<file path="src/logic/alert_params.svh">
// constants for the temperature limit and alert unit
// assumes byte addressing on a 32-bit avalon-mm slave port
// How it works
// - result is a 14-bit twos complement count, 0.015625 degC each.
// - readings above the top code saturate at 1FFF, 127.984 degC.
// - each conversion end compares the result with both limits per channel.
// - two channels, each with own limits, pin and direction flags.
// - per-channel polarity picks an active-low or active-high pin.
// - per-channel mode bit, 0 at reset latched window, 1 hysteresis.
// - window mode latches over or under flag and asserts the pin.
// - window mode pin clears on channel clear command or config read.
// - window mode config read clears both direction flags.
// - hysteresis mode sets above high limit, releases only below low.
// - hysteresis mode under flag is inactive and reads zero.
// - hysteresis mode changes only at conversion end, ignores clears.
// - limits load non-volatile defaults at reset, writes apply at once.
// - with alerts idle, polarity bits 7 and 3 set pins as outputs.
`ifndef ALERT_PARAMS_SVH
`define ALERT_PARAMS_SVH
`define OFS_TEMP 6'h00
`define OFS_CFG 6'h04
`define OFS_HIGH_A 6'h08
`define OFS_LOW_A 6'h0C
`define OFS_HIGH_B 6'h10
`define OFS_LOW_B 6'h14
`define OFS_IRQ_STS 6'h18
`define OFS_IRQ_MASK 6'h1C
`define OFS_CLEAR 6'h20
`define OFS_PINS 6'h24
`define CFG_POL_A 7
`define CFG_MODE_A 6
`define CFG_OVER_A 5
`define CFG_UNDER_A 4
`define CFG_POL_B 3
`define CFG_MODE_B 2
`define CFG_OVER_B 1
`define CFG_UNDER_B 0
`define IRQ_OVER_A 0
`define IRQ_UNDER_A 1
`define IRQ_OVER_B 2
`define IRQ_UNDER_B 3
`define IRQ_CONV 4
`define LIMIT_RST 16'h0000
`define TEMP_MAX 14'h1FFF
`define TEMP_MIN 14'h2000
`endif

</file>
<file path="src/logic/alert_pkg.sv">
// types shared by the alert unit and its channels
// assumes the constants header is included by each module
package alert_pkg;
  typedef struct packed {
    logic alert;
    logic over;
    logic under;
  } chan_t;
  typedef struct packed {
    logic init;
    logic ack;
    logic [31:0] rdata;
    logic [15:0] temp;
    logic [15:0] high_a;
    logic [15:0] low_a;
    logic [15:0] high_b;
    logic [15:0] low_b;
    logic mode_a;
    logic mode_b;
    logic pol_a;
    logic pol_b;
    logic [4:0] irq_sts;
    logic [4:0] irq_mask;
    logic irq;
    logic oe_a;
    logic oe_b;
    logic [1:0] pin_s1;
    logic [1:0] pin_s2;
  } top_t;
endpackage

</file>
<file path="src/logic/temp_limit_alert_unit.sv">
// temperature result register and two-channel limit alert unit
// assumes conversion strobe, raw value, clear commands and
// non-volatile defaults come from logic on mclk; alert pins are
// open drain with an outside pull-up
//
// Implementation choices: the register addresses and register access over Avalon-MM.
`timescale 1ns/10ps
`include "alert_params.svh"
module temp_limit_alert_unit #(
  parameter int RAW_W = 16
) (
  // clock and reset
  input wire logic mclk,
  input wire logic arst_n,
  // conversion results
  input wire logic conv_done,
  input wire logic [RAW_W-1:0] conv_raw,
  // global commands
  input wire logic alert_clear_a,
  input wire logic alert_clear_b,
  input wire logic soft_reset,
  // non-volatile limit defaults
  input wire logic [15:0] nv_high_a,
  input wire logic [15:0] nv_low_a,
  input wire logic [15:0] nv_high_b,
  input wire logic [15:0] nv_low_b,
  // avalon-mm slave
  input wire logic [5:0] avs_address,
  input wire logic avs_read,
  input wire logic avs_write,
  input wire logic [31:0] avs_writedata,
  input wire logic [3:0] avs_byteenable,
  output logic [31:0] avs_readdata,
  output logic avs_waitrequest,
  // alert pins, open drain
  output logic limit_alert_out_a,
  output logic limit_alert_oe_a,
  input wire logic limit_alert_in_a,
  output logic limit_alert_out_b,
  output logic limit_alert_oe_b,
  input wire logic limit_alert_in_b,
  // interrupt
  output logic irq
);

  // ****************************************
  // reset release
  // ****************************************
  logic rst_s1_r, rst_n;
  always_ff @(posedge mclk or negedge arst_n) begin
    if (!arst_n) begin
      rst_s1_r <= 1'b0;
      rst_n <= 1'b0;
    end else begin
      rst_s1_r <= 1'b1;
      rst_n <= rst_s1_r;
    end
  end

  // ****************************************
  // result formatting
  // ****************************************
  alert_pkg::top_t st_r, st_nxt;
  logic signed [13:0] result;
  logic [15:0] result_lj;

  temp_saturate #(
    .RAW_W(RAW_W)
  ) u_sat (
    .raw(signed'(conv_raw)),
    .result(result)
  );

  // left-justified 16-bit form, low two bits zero
  assign result_lj = {result, 2'b00};

  // ****************************************
  // bus decode
  // ****************************************
  logic acc_wr, acc_rd, cfg_rd;
  logic [1:0] clr_wr;
  logic clr_a, clr_b;
  // side effects only in the ready cycle, where waitrequest is low
  assign acc_wr = avs_write && st_r.ack;
  assign acc_rd = avs_read && st_r.ack;
  assign cfg_rd = acc_rd && (avs_address == `OFS_CFG);
  assign clr_wr = (acc_wr && (avs_address == `OFS_CLEAR) && avs_byteenable[0])
    ? avs_writedata[1:0] : 2'b00;
  assign clr_a = alert_clear_a || clr_wr[0] || cfg_rd;
  assign clr_b = alert_clear_b || clr_wr[1] || cfg_rd;

  // ****************************************
  // alert channels
  // ****************************************
  logic al_a, ov_a, un_a, ove_a, une_a;
  logic al_b, ov_b, un_b, ove_b, une_b;
  logic conv_ok;
  // conversions during the default load are dropped
  assign conv_ok = conv_done && !st_r.init;

  limit_channel #(
    .W(14)
  ) u_ch_a (
    .clk(mclk),
    .rst_n(rst_n),
    .conv(conv_ok),
    .result(result),
    .high_lim(signed'(st_r.high_a[15:2])),
    .low_lim(signed'(st_r.low_a[15:2])),
    .mode(st_r.mode_a),
    .clr_alert(clr_a),
    .clr_flags(cfg_rd),
    .alert(al_a),
    .over_limit_flag(ov_a),
    .under_limit_flag(un_a),
    .over_evt(ove_a),
    .under_evt(une_a)
  );

  limit_channel #(
    .W(14)
  ) u_ch_b (
    .clk(mclk),
    .rst_n(rst_n),
    .conv(conv_ok),
    .result(result),
    .high_lim(signed'(st_r.high_b[15:2])),
    .low_lim(signed'(st_r.low_b[15:2])),
    .mode(st_r.mode_b),
    .clr_alert(clr_b),
    .clr_flags(cfg_rd),
    .alert(al_b),
    .over_limit_flag(ov_b),
    .under_limit_flag(un_b),
    .over_evt(ove_b),
    .under_evt(une_b)
  );

  // ****************************************
  // helpers
  // ****************************************
  // byte-lane merge for the 16-bit registers; lanes 2 and 3 are ignored
  function automatic logic [15:0] merge16(
    input logic [15:0] old,
    input logic [31:0] wd,
    input logic [3:0] be
  );
    logic [15:0] v;
    v = old;
    if (be[0]) begin
      v[7:0] = wd[7:0];
    end
    if (be[1]) begin
      v[15:8] = wd[15:8];
    end
    return v;
  endfunction

  logic [7:0] cfg_val;
  logic [4:0] evt;
  always_comb begin
    cfg_val = 8'h00;
    cfg_val[`CFG_POL_A] = st_r.pol_a;
    cfg_val[`CFG_MODE_A] = st_r.mode_a;
    cfg_val[`CFG_OVER_A] = ov_a;
    cfg_val[`CFG_UNDER_A] = un_a;
    cfg_val[`CFG_POL_B] = st_r.pol_b;
    cfg_val[`CFG_MODE_B] = st_r.mode_b;
    cfg_val[`CFG_OVER_B] = ov_b;
    cfg_val[`CFG_UNDER_B] = un_b;
  end

  always_comb begin
    evt = 5'h00;
    evt[`IRQ_OVER_A] = ove_a;
    evt[`IRQ_UNDER_A] = une_a;
    evt[`IRQ_OVER_B] = ove_b;
    evt[`IRQ_UNDER_B] = une_b;
    evt[`IRQ_CONV] = conv_ok;
  end

  // ****************************************
  // read data select
  // ****************************************
  logic [31:0] rd_mux;
  always_comb begin
    // unmapped offsets read as zero
    rd_mux = 32'h0000_0000;
    unique case (avs_address)
      `OFS_TEMP: rd_mux = {16'h0000, st_r.temp};
      `OFS_CFG: rd_mux = {24'h00_0000, cfg_val};
      `OFS_HIGH_A: rd_mux = {16'h0000, st_r.high_a};
      `OFS_LOW_A: rd_mux = {16'h0000, st_r.low_a};
      `OFS_HIGH_B: rd_mux = {16'h0000, st_r.high_b};
      `OFS_LOW_B: rd_mux = {16'h0000, st_r.low_b};
      `OFS_IRQ_STS: rd_mux = {27'h000_0000, st_r.irq_sts};
      `OFS_IRQ_MASK: rd_mux = {27'h000_0000, st_r.irq_mask};
      `OFS_PINS: rd_mux = {30'h0000_0000, st_r.pin_s2};
      default: rd_mux = 32'h0000_0000;
    endcase
  end

  // ****************************************
  // next state
  // ****************************************
  always_comb begin
    st_nxt = st_r;
    // one wait cycle, then a single ready cycle per request
    st_nxt.ack = (avs_read || avs_write) && !st_r.ack && !st_r.init;
    if ((avs_read || avs_write) && !st_r.ack) begin
      st_nxt.rdata = avs_read ? rd_mux : 32'h0000_0000;
    end
    if (st_r.init) begin
      st_nxt.high_a = nv_high_a;
      st_nxt.low_a = nv_low_a;
      st_nxt.high_b = nv_high_b;
      st_nxt.low_b = nv_low_b;
      st_nxt.init = 1'b0;
    end else if (soft_reset) begin
      st_nxt.init = 1'b1;
      st_nxt.mode_a = 1'b0;
      st_nxt.mode_b = 1'b0;
      st_nxt.pol_a = 1'b0;
      st_nxt.pol_b = 1'b0;
    end else if (acc_wr) begin
      unique case (avs_address)
        `OFS_CFG: begin
          if (avs_byteenable[0]) begin
            st_nxt.mode_a = avs_writedata[`CFG_MODE_A];
            st_nxt.mode_b = avs_writedata[`CFG_MODE_B];
            st_nxt.pol_a = avs_writedata[`CFG_POL_A];
            st_nxt.pol_b = avs_writedata[`CFG_POL_B];
          end
        end
        `OFS_HIGH_A: st_nxt.high_a = merge16(st_r.high_a, avs_writedata, avs_byteenable);
        `OFS_LOW_A: st_nxt.low_a = merge16(st_r.low_a, avs_writedata, avs_byteenable);
        `OFS_HIGH_B: st_nxt.high_b = merge16(st_r.high_b, avs_writedata, avs_byteenable);
        `OFS_LOW_B: st_nxt.low_b = merge16(st_r.low_b, avs_writedata, avs_byteenable);
        `OFS_IRQ_STS: begin
          if (avs_byteenable[0]) begin
            st_nxt.irq_sts = st_r.irq_sts & ~avs_writedata[4:0];
          end
        end
        `OFS_IRQ_MASK: begin
          if (avs_byteenable[0]) begin
            st_nxt.irq_mask = avs_writedata[4:0];
          end
        end
        default: st_nxt.init = st_r.init;
      endcase
    end
    // events win over a clearing write
    st_nxt.irq_sts = st_nxt.irq_sts | evt;
    if (conv_ok) begin
      st_nxt.temp = result_lj;
    end
    st_nxt.irq = |(st_r.irq_sts & st_r.irq_mask);
    // low drive when alert differs from polarity
    // idle channel pin sits at the inverse of its polarity bit
    st_nxt.oe_a = al_a ^ st_r.pol_a;
    st_nxt.oe_b = al_b ^ st_r.pol_b;
    // two flops on the pin readback, only the second is read
    st_nxt.pin_s1 = {limit_alert_in_b, limit_alert_in_a};
    st_nxt.pin_s2 = st_r.pin_s1;
  end

  // ****************************************
  // state register
  // ****************************************
  always_ff @(posedge mclk or negedge rst_n) begin
    if (!rst_n) begin
      st_r.init <= 1'b1;
      st_r.ack <= 1'b0;
      st_r.rdata <= 32'h0000_0000;
      st_r.temp <= 16'h0000;
      // limits hold the fallback code until init copies the stored defaults
      st_r.high_a <= `LIMIT_RST;
      st_r.low_a <= `LIMIT_RST;
      st_r.high_b <= `LIMIT_RST;
      st_r.low_b <= `LIMIT_RST;
      st_r.mode_a <= 1'b0;
      st_r.mode_b <= 1'b0;
      st_r.pol_a <= 1'b0;
      st_r.pol_b <= 1'b0;
      st_r.irq_sts <= 5'h00;
      st_r.irq_mask <= 5'h00;
      st_r.irq <= 1'b0;
      st_r.oe_a <= 1'b0;
      st_r.oe_b <= 1'b0;
      st_r.pin_s1 <= 2'h0;
      st_r.pin_s2 <= 2'h0;
    end else begin
      st_r <= st_nxt;
    end
  end

  // ****************************************
  // wait request
  // ****************************************
  // own flop so the port needs no gate after the register;
  // high through reset, low only in the ready cycle
  logic wait_r;
  always_ff @(posedge mclk or negedge rst_n) begin
    if (!rst_n) begin
      wait_r <= 1'b1;
    end else begin
      wait_r <= !st_nxt.ack;
    end
  end

  // ****************************************
  // outputs
  // ****************************************
  // open drain: the output bit never drives high
  logic out_a_r, out_b_r;
  always_ff @(posedge mclk or negedge rst_n) begin
    if (!rst_n) begin
      out_a_r <= 1'b0;
      out_b_r <= 1'b0;
    end else begin
      out_a_r <= 1'b0;
      out_b_r <= 1'b0;
    end
  end

  assign limit_alert_out_a = out_a_r;
  assign limit_alert_out_b = out_b_r;
  assign limit_alert_oe_a = st_r.oe_a;
  assign limit_alert_oe_b = st_r.oe_b;
  assign avs_readdata = st_r.rdata;
  assign avs_waitrequest = wait_r;
  assign irq = st_r.irq;

endmodule

</file>
<file path="src/logic/temp_saturate.sv">
// clamps a wide signed conversion value to the 14-bit result range
// assumes the raw value uses the same count weight as the result
`timescale 1ns/10ps
`include "alert_params.svh"
module temp_saturate #(
  parameter int RAW_W = 16
) (
  // raw converter value
  input wire logic signed [RAW_W-1:0] raw,
  // saturated result
  output logic signed [13:0] result
);
  localparam logic signed [RAW_W-1:0] HI = RAW_W'(signed'(`TEMP_MAX));
  localparam logic signed [RAW_W-1:0] LO = RAW_W'(signed'(`TEMP_MIN));
  always_comb begin
    if (raw > HI) begin
      result = `TEMP_MAX;
    end else if (raw < LO) begin
      result = `TEMP_MIN;
    end else begin
      result = raw[13:0];
    end
  end
endmodule

</file>
<file path="src/logic/limit_channel.sv">
// one alert channel: window or hysteresis comparator with flags
// assumes conv is a one-cycle strobe on the same clock as the result
`timescale 1ns/10ps
`include "alert_params.svh"
module limit_channel #(
  parameter int W = 14
) (
  // clock and reset
  input wire logic clk,
  input wire logic rst_n,
  // conversion
  input wire logic conv,
  input wire logic signed [W-1:0] result,
  input wire logic signed [W-1:0] high_lim,
  input wire logic signed [W-1:0] low_lim,
  // control
  input wire logic mode,
  input wire logic clr_alert,
  input wire logic clr_flags,
  // state and events
  output logic alert,
  output logic over_limit_flag,
  output logic under_limit_flag,
  output logic over_evt,
  output logic under_evt
);
  alert_pkg::chan_t st_r, st_nxt;
  logic hi, lo;
  assign hi = result > high_lim;
  assign lo = result < low_lim;
  assign alert = st_r.alert;
  assign over_limit_flag = st_r.over;
  assign under_limit_flag = st_r.under;
  assign over_evt = conv && hi;
  assign under_evt = conv && lo && !mode;
  always_comb begin
    st_nxt = st_r;
    if (mode) begin
      // set above high, release below low
      if (conv && hi) begin
        st_nxt.over = 1'b1;
        st_nxt.alert = 1'b1;
      end else if (conv && lo) begin
        st_nxt.over = 1'b0;
        st_nxt.alert = 1'b0;
      end
      st_nxt.under = 1'b0;
    end else begin
      if (clr_alert) begin
        st_nxt.alert = 1'b0;
      end
      if (clr_flags) begin
        st_nxt.over = 1'b0;
        st_nxt.under = 1'b0;
      end
      if (conv && hi) begin
        st_nxt.over = 1'b1;
        st_nxt.alert = 1'b1;
      end
      if (conv && lo) begin
        st_nxt.under = 1'b1;
        st_nxt.alert = 1'b1;
      end
    end
  end
  always_ff @(posedge clk or negedge rst_n) begin
    if (!rst_n) begin
      st_r <= '0;
    end else begin
      st_r <= st_nxt;
    end
  end
endmodule

</file>
<file path="config.mk">
export PLATFORM = sky130hd
export DESIGN_NAME = temp_limit_alert_unit
export DESIGN_NICKNAME = d
export VERILOG_FILES = /design/src/logic/alert_pkg.sv /design/src/logic/temp_limit_alert_unit.sv /design/src/logic/temp_saturate.sv /design/src/logic/limit_channel.sv
export VERILOG_INCLUDE_DIRS = /design/src /design/src/logic
export SDC_FILE = /design/constraint.sdc
export NUM_CORES = 1
export LEC_CHECK = 0
export ABC_AREA = 0
export BUFFER_PORTS_ARGS = -buffer_cell sky130_fd_sc_hd__buf_2
export CORE_ASPECT_RATIO = 0.8
export CORE_MARGIN = 2
export CORE_UTILIZATION = 54
export CTS_CLUSTER_SIZE = 25
export DETAILED_ROUTE_END_ITERATION = 16
export PLACE_DENSITY = 0.8
export SYNTH_ARGS = -nofsm -noshare
export SYNTH_HDL_FRONTEND = slang
export SYNTH_SLANG_ARGS = --single-unit
</file>
<file path="constraint.sdc">
create_clock -name mclk -period 11.4 [get_ports mclk]
set_input_delay 3.42 -clock mclk [delete_from_list [all_inputs] [get_ports mclk]]
set_output_delay 3.42 -clock mclk [all_outputs]
set_load 0.02 [all_outputs]
</file>
==> impl_results.md <==
* Ant diodes at 0
* Number of post-CTS setup repair buffers at 0
* Yosys warns at 0
* Cell area after synthesis at ~7600 µm²
* Crit-path max cell delay at ~600 ps
* Die X at roughly 140 µm
* Most frequent CP cell: o21ai_0
* Hold Path Class: reg -> reg
* CP Launch Type: input port
* CTS tree: built
* Pre-CTS setup slack at 5230 ps
* Peak supply drop at just over 100 µV
* Mean post-synth cell area at about 9.7 µm²
* Routed WL at 22.1 mm
* Setup ws final at between 5000 and 6000 ps
* I/O Pins at 170
* Initial Util at between 50% and 60%
* Max-cap violation count at 0
* Post-cts resize count at 0
* Clk sink count at 126
* Vias at approximately 6600
* Clk slew on worst S/H paths at ~60 ps
* Pleak at 4.33 nW
* Clk_lat worst skew at roughly 420 ps
* First-pass GRT wire length at between 30 and 40 mm
* Final hold violations at 0
* Syn Inst Count at approximately 780
* CTS Root Cell: clkbuf_16
* Largest net degree at the start of global routing at a little under 70
* GR Overflow Total at 0
* Status: finished clean
* Pre-antenna DRT Iters at 6
* Fin util at roughly 65%
* TritonCTS buffer count at 17
* Core ar. at around 14000 µm²
* Critical path arrival at between 6000 and 7000 ps
* Final Skew at between 10 and 15 ps
* Slowest cell on crit path: o21ai_0
* Hold Buf Count CTS at 0
* Number of global-route vias before repair at between 6000 and 7000
* Fill cell count at 1138
* #FFs+latches synth at 126
* GRT Total Usage at between 30% and 40%
* Proportion of layout cells with a drive suffix above 1 at 23.5%
* Setup TNS at 0 ps
* Max Buffers Root-to-Sink at 2
* Ys async rst share at between 90% and 100%
* Measured slew at the worst slew-check pin at approximately 1200 ps
* Die Ht at approximately 110 µm
* HP Start: rst_s1_r
* Worst Setup End Kind: flip-flop
* Critical Path RT at ~12000 ps
* Crit. Startpoint: conv_raw[15]
* Post-DP HPWL at 16.3 mm
* Critical path fanouts, max at 18
* Max-slew violation count at 0
* Sequential cell area at roughly 3200 µm²
* Final min period at roughly 5900 ps
* ANT nets after route at 0
* Final setup violation count at 0
* Row Count at 38
* CP Cell Sequence: buf_2 > o21ba_1 > a21o_1 > ha_1 > o21ai_0 > a21oi_1 > o41a_1 > o21ai_0 > o31a_1 > o21ai_1
* Period utilisation layout at a little over 50%
* Mean routed wirelength per cell at slightly above 20 µm
* H-tree levels at 4
* Max-Slew Margin vs Limit at between 10% and 20%
* EDFF count, synth at 0
* Routed vias/inst at a little over 6
* Pwr dens at roughly 170 nW/µm²
* Remaining DRCs at 0
* R2r startpoint: st_r[134]
* PortBufs at 133
* Gpl congestion at between 0.9 and 1
* Final Net Count at 1077
* Placed cells at approximately 1100
* Syn-to-layout area delta at 15.9%
* Distinct cells, synth at 67
* Post-synthesis sequential area ratio at 41.3%
* Die area at 15100 µm²
* Post-Layout Cell Count at between 1000 and 1500
* Hold slack at 347 ps
* 1st-iter DRT viols at ~640
* Fmax at ~170 MHz
* Unrepaired setup endpoints after global routing: false
* Prevailing post-synth register cell: dfrtp_1
* Multi-input combinational cell area at 3880 µm²
* Initial antenna violation count at 0
* Kind of critical path: in -> reg
[registers in the layout, summed over array words and instances (netlist names)]
register / flops
st_r: 92
avs_readdata: 16
cfg_val: 4
st_nxt: 2
avs_waitrequest: 1
irq: 1
limit_alert_oe_a: 1
limit_alert_oe_b: 1
rst_n: 1
rst_s1_r: 1
u_ch_a.alert: 1
u_ch_a.over_limit_flag: 1
u_ch_a.under_limit_flag: 1
u_ch_b.alert: 1
u_ch_b.over_limit_flag: 1
u_ch_b.under_limit_flag: 1
[layout by cell type (no fill, tap or decap), types with 9 or more instances in the layout]
cell type,count
and2_1,19
buf_2,133
nand4_1,9
conb_1,19
a211oi_1,54
nor2_1,33
ha_1,54
dfrtp_1,123
mux2_2,14
clkbuf_16,17
a21o_1,16
buf_4,11
o21ai_0,17
nand2_1,53
o21ai_1,27
a222oi_1,12
a22o_1,23
inv_1,64
a21oi_1,83
mux2i_1,11
[Yosys cell counts, types with 11 or more instances]
cell type  count  share of area [%]
nand2_1       53                2.6
o21ai_0       17                1.1
mux2_2        14                2.1
mux2i_1       11                1.4
o21ai_1       27                1.8
a211oi_1      54                5.3
a21oi_1       83                5.4
a222oi_1      12                1.6
ha_1          54                8.9
inv_1         64                3.1
a22o_1        23                2.6
nor2_1        33                1.6
a21o_1        16                1.6
buf_4         34                3.3
dfrtp_1      124                 41
and2_1        19                1.6
clkbuf_1      26                1.3
[per-layer routing]
layer / GRT usage, % / share of wire [%]
met1: 43.5 / 43
met5: 0 / 0
met3: 9.05 / 11
met4: 7.07 / 1.7
met2: 45.7 / 44
[critical path: cells and delay by family]
kind	cells	cell delay [ps]
AOI/OAI and AO/OA	8	2240
adders and majority gates	1	280
buffers and inverters	1	220
[logic make-up (layout without fill, tap and decap cells)]
group                    after synthesis  count (layout)  synth area share, %
AO/OA/AOI/OAI                        269             269                 23.8
XOR/XNOR                               2               2                0.230
adder cells (fa/ha/maj)               54              54                 8.85
buffers and inverters                136             240                 8.62
flip-flops                           126             126                 41.3
multiplexers                          38              38                 6.61
other                                  2              19               0.0984
AND/OR/NAND/NOR                      156             156                 10.5
[path summary, 6_finish.rpt]
path	end	slack (ps)	cells after the start
min reg2reg	rst_n	350	0
max reg2reg	st_r[40]	8580	5
max	u_ch_a.alert	5540	10
max in group asynchronous	rst_n	8520	1
min in group asynchronous	avs_readdata[6]	390	0
min	rst_n	350	0
[per-stage QoR]
step | cell area, µm² | power [mW]
6_report | 8850 | 1.47
4_1_cts | 8850 | 1.47
5_1_grt | 8850 | 1.55
3_5_place_dp | 8260 | 0.923
2_1_floorplan | 7700 | 0.810
3_3_place_gp | 8260 | 0.909
[cell type report]
type | count | area share (%)
flip-flops and latches | 126 | 35.7
clock buffers | 20 | 5.16
clock inverters | 12 | 1.51
well taps | 180 | 2.55
inverters | 64 | 2.72
repair buffers | 144 | 8.46
multi-input cells | 538 | 43.9
[power breakdown]
part / total [mW] / switching [mW] / leakage [nW] / internal [mW]
combinational: 0.360 / 0.217 / 2.53 / 0.144
sequential: 0.567 / 0.0474 / 1.51 / 0.520
clock: 0.546 / 0.211 / 0.287 / 0.335
No activity file was read; power rests on OpenSTA's default activity.
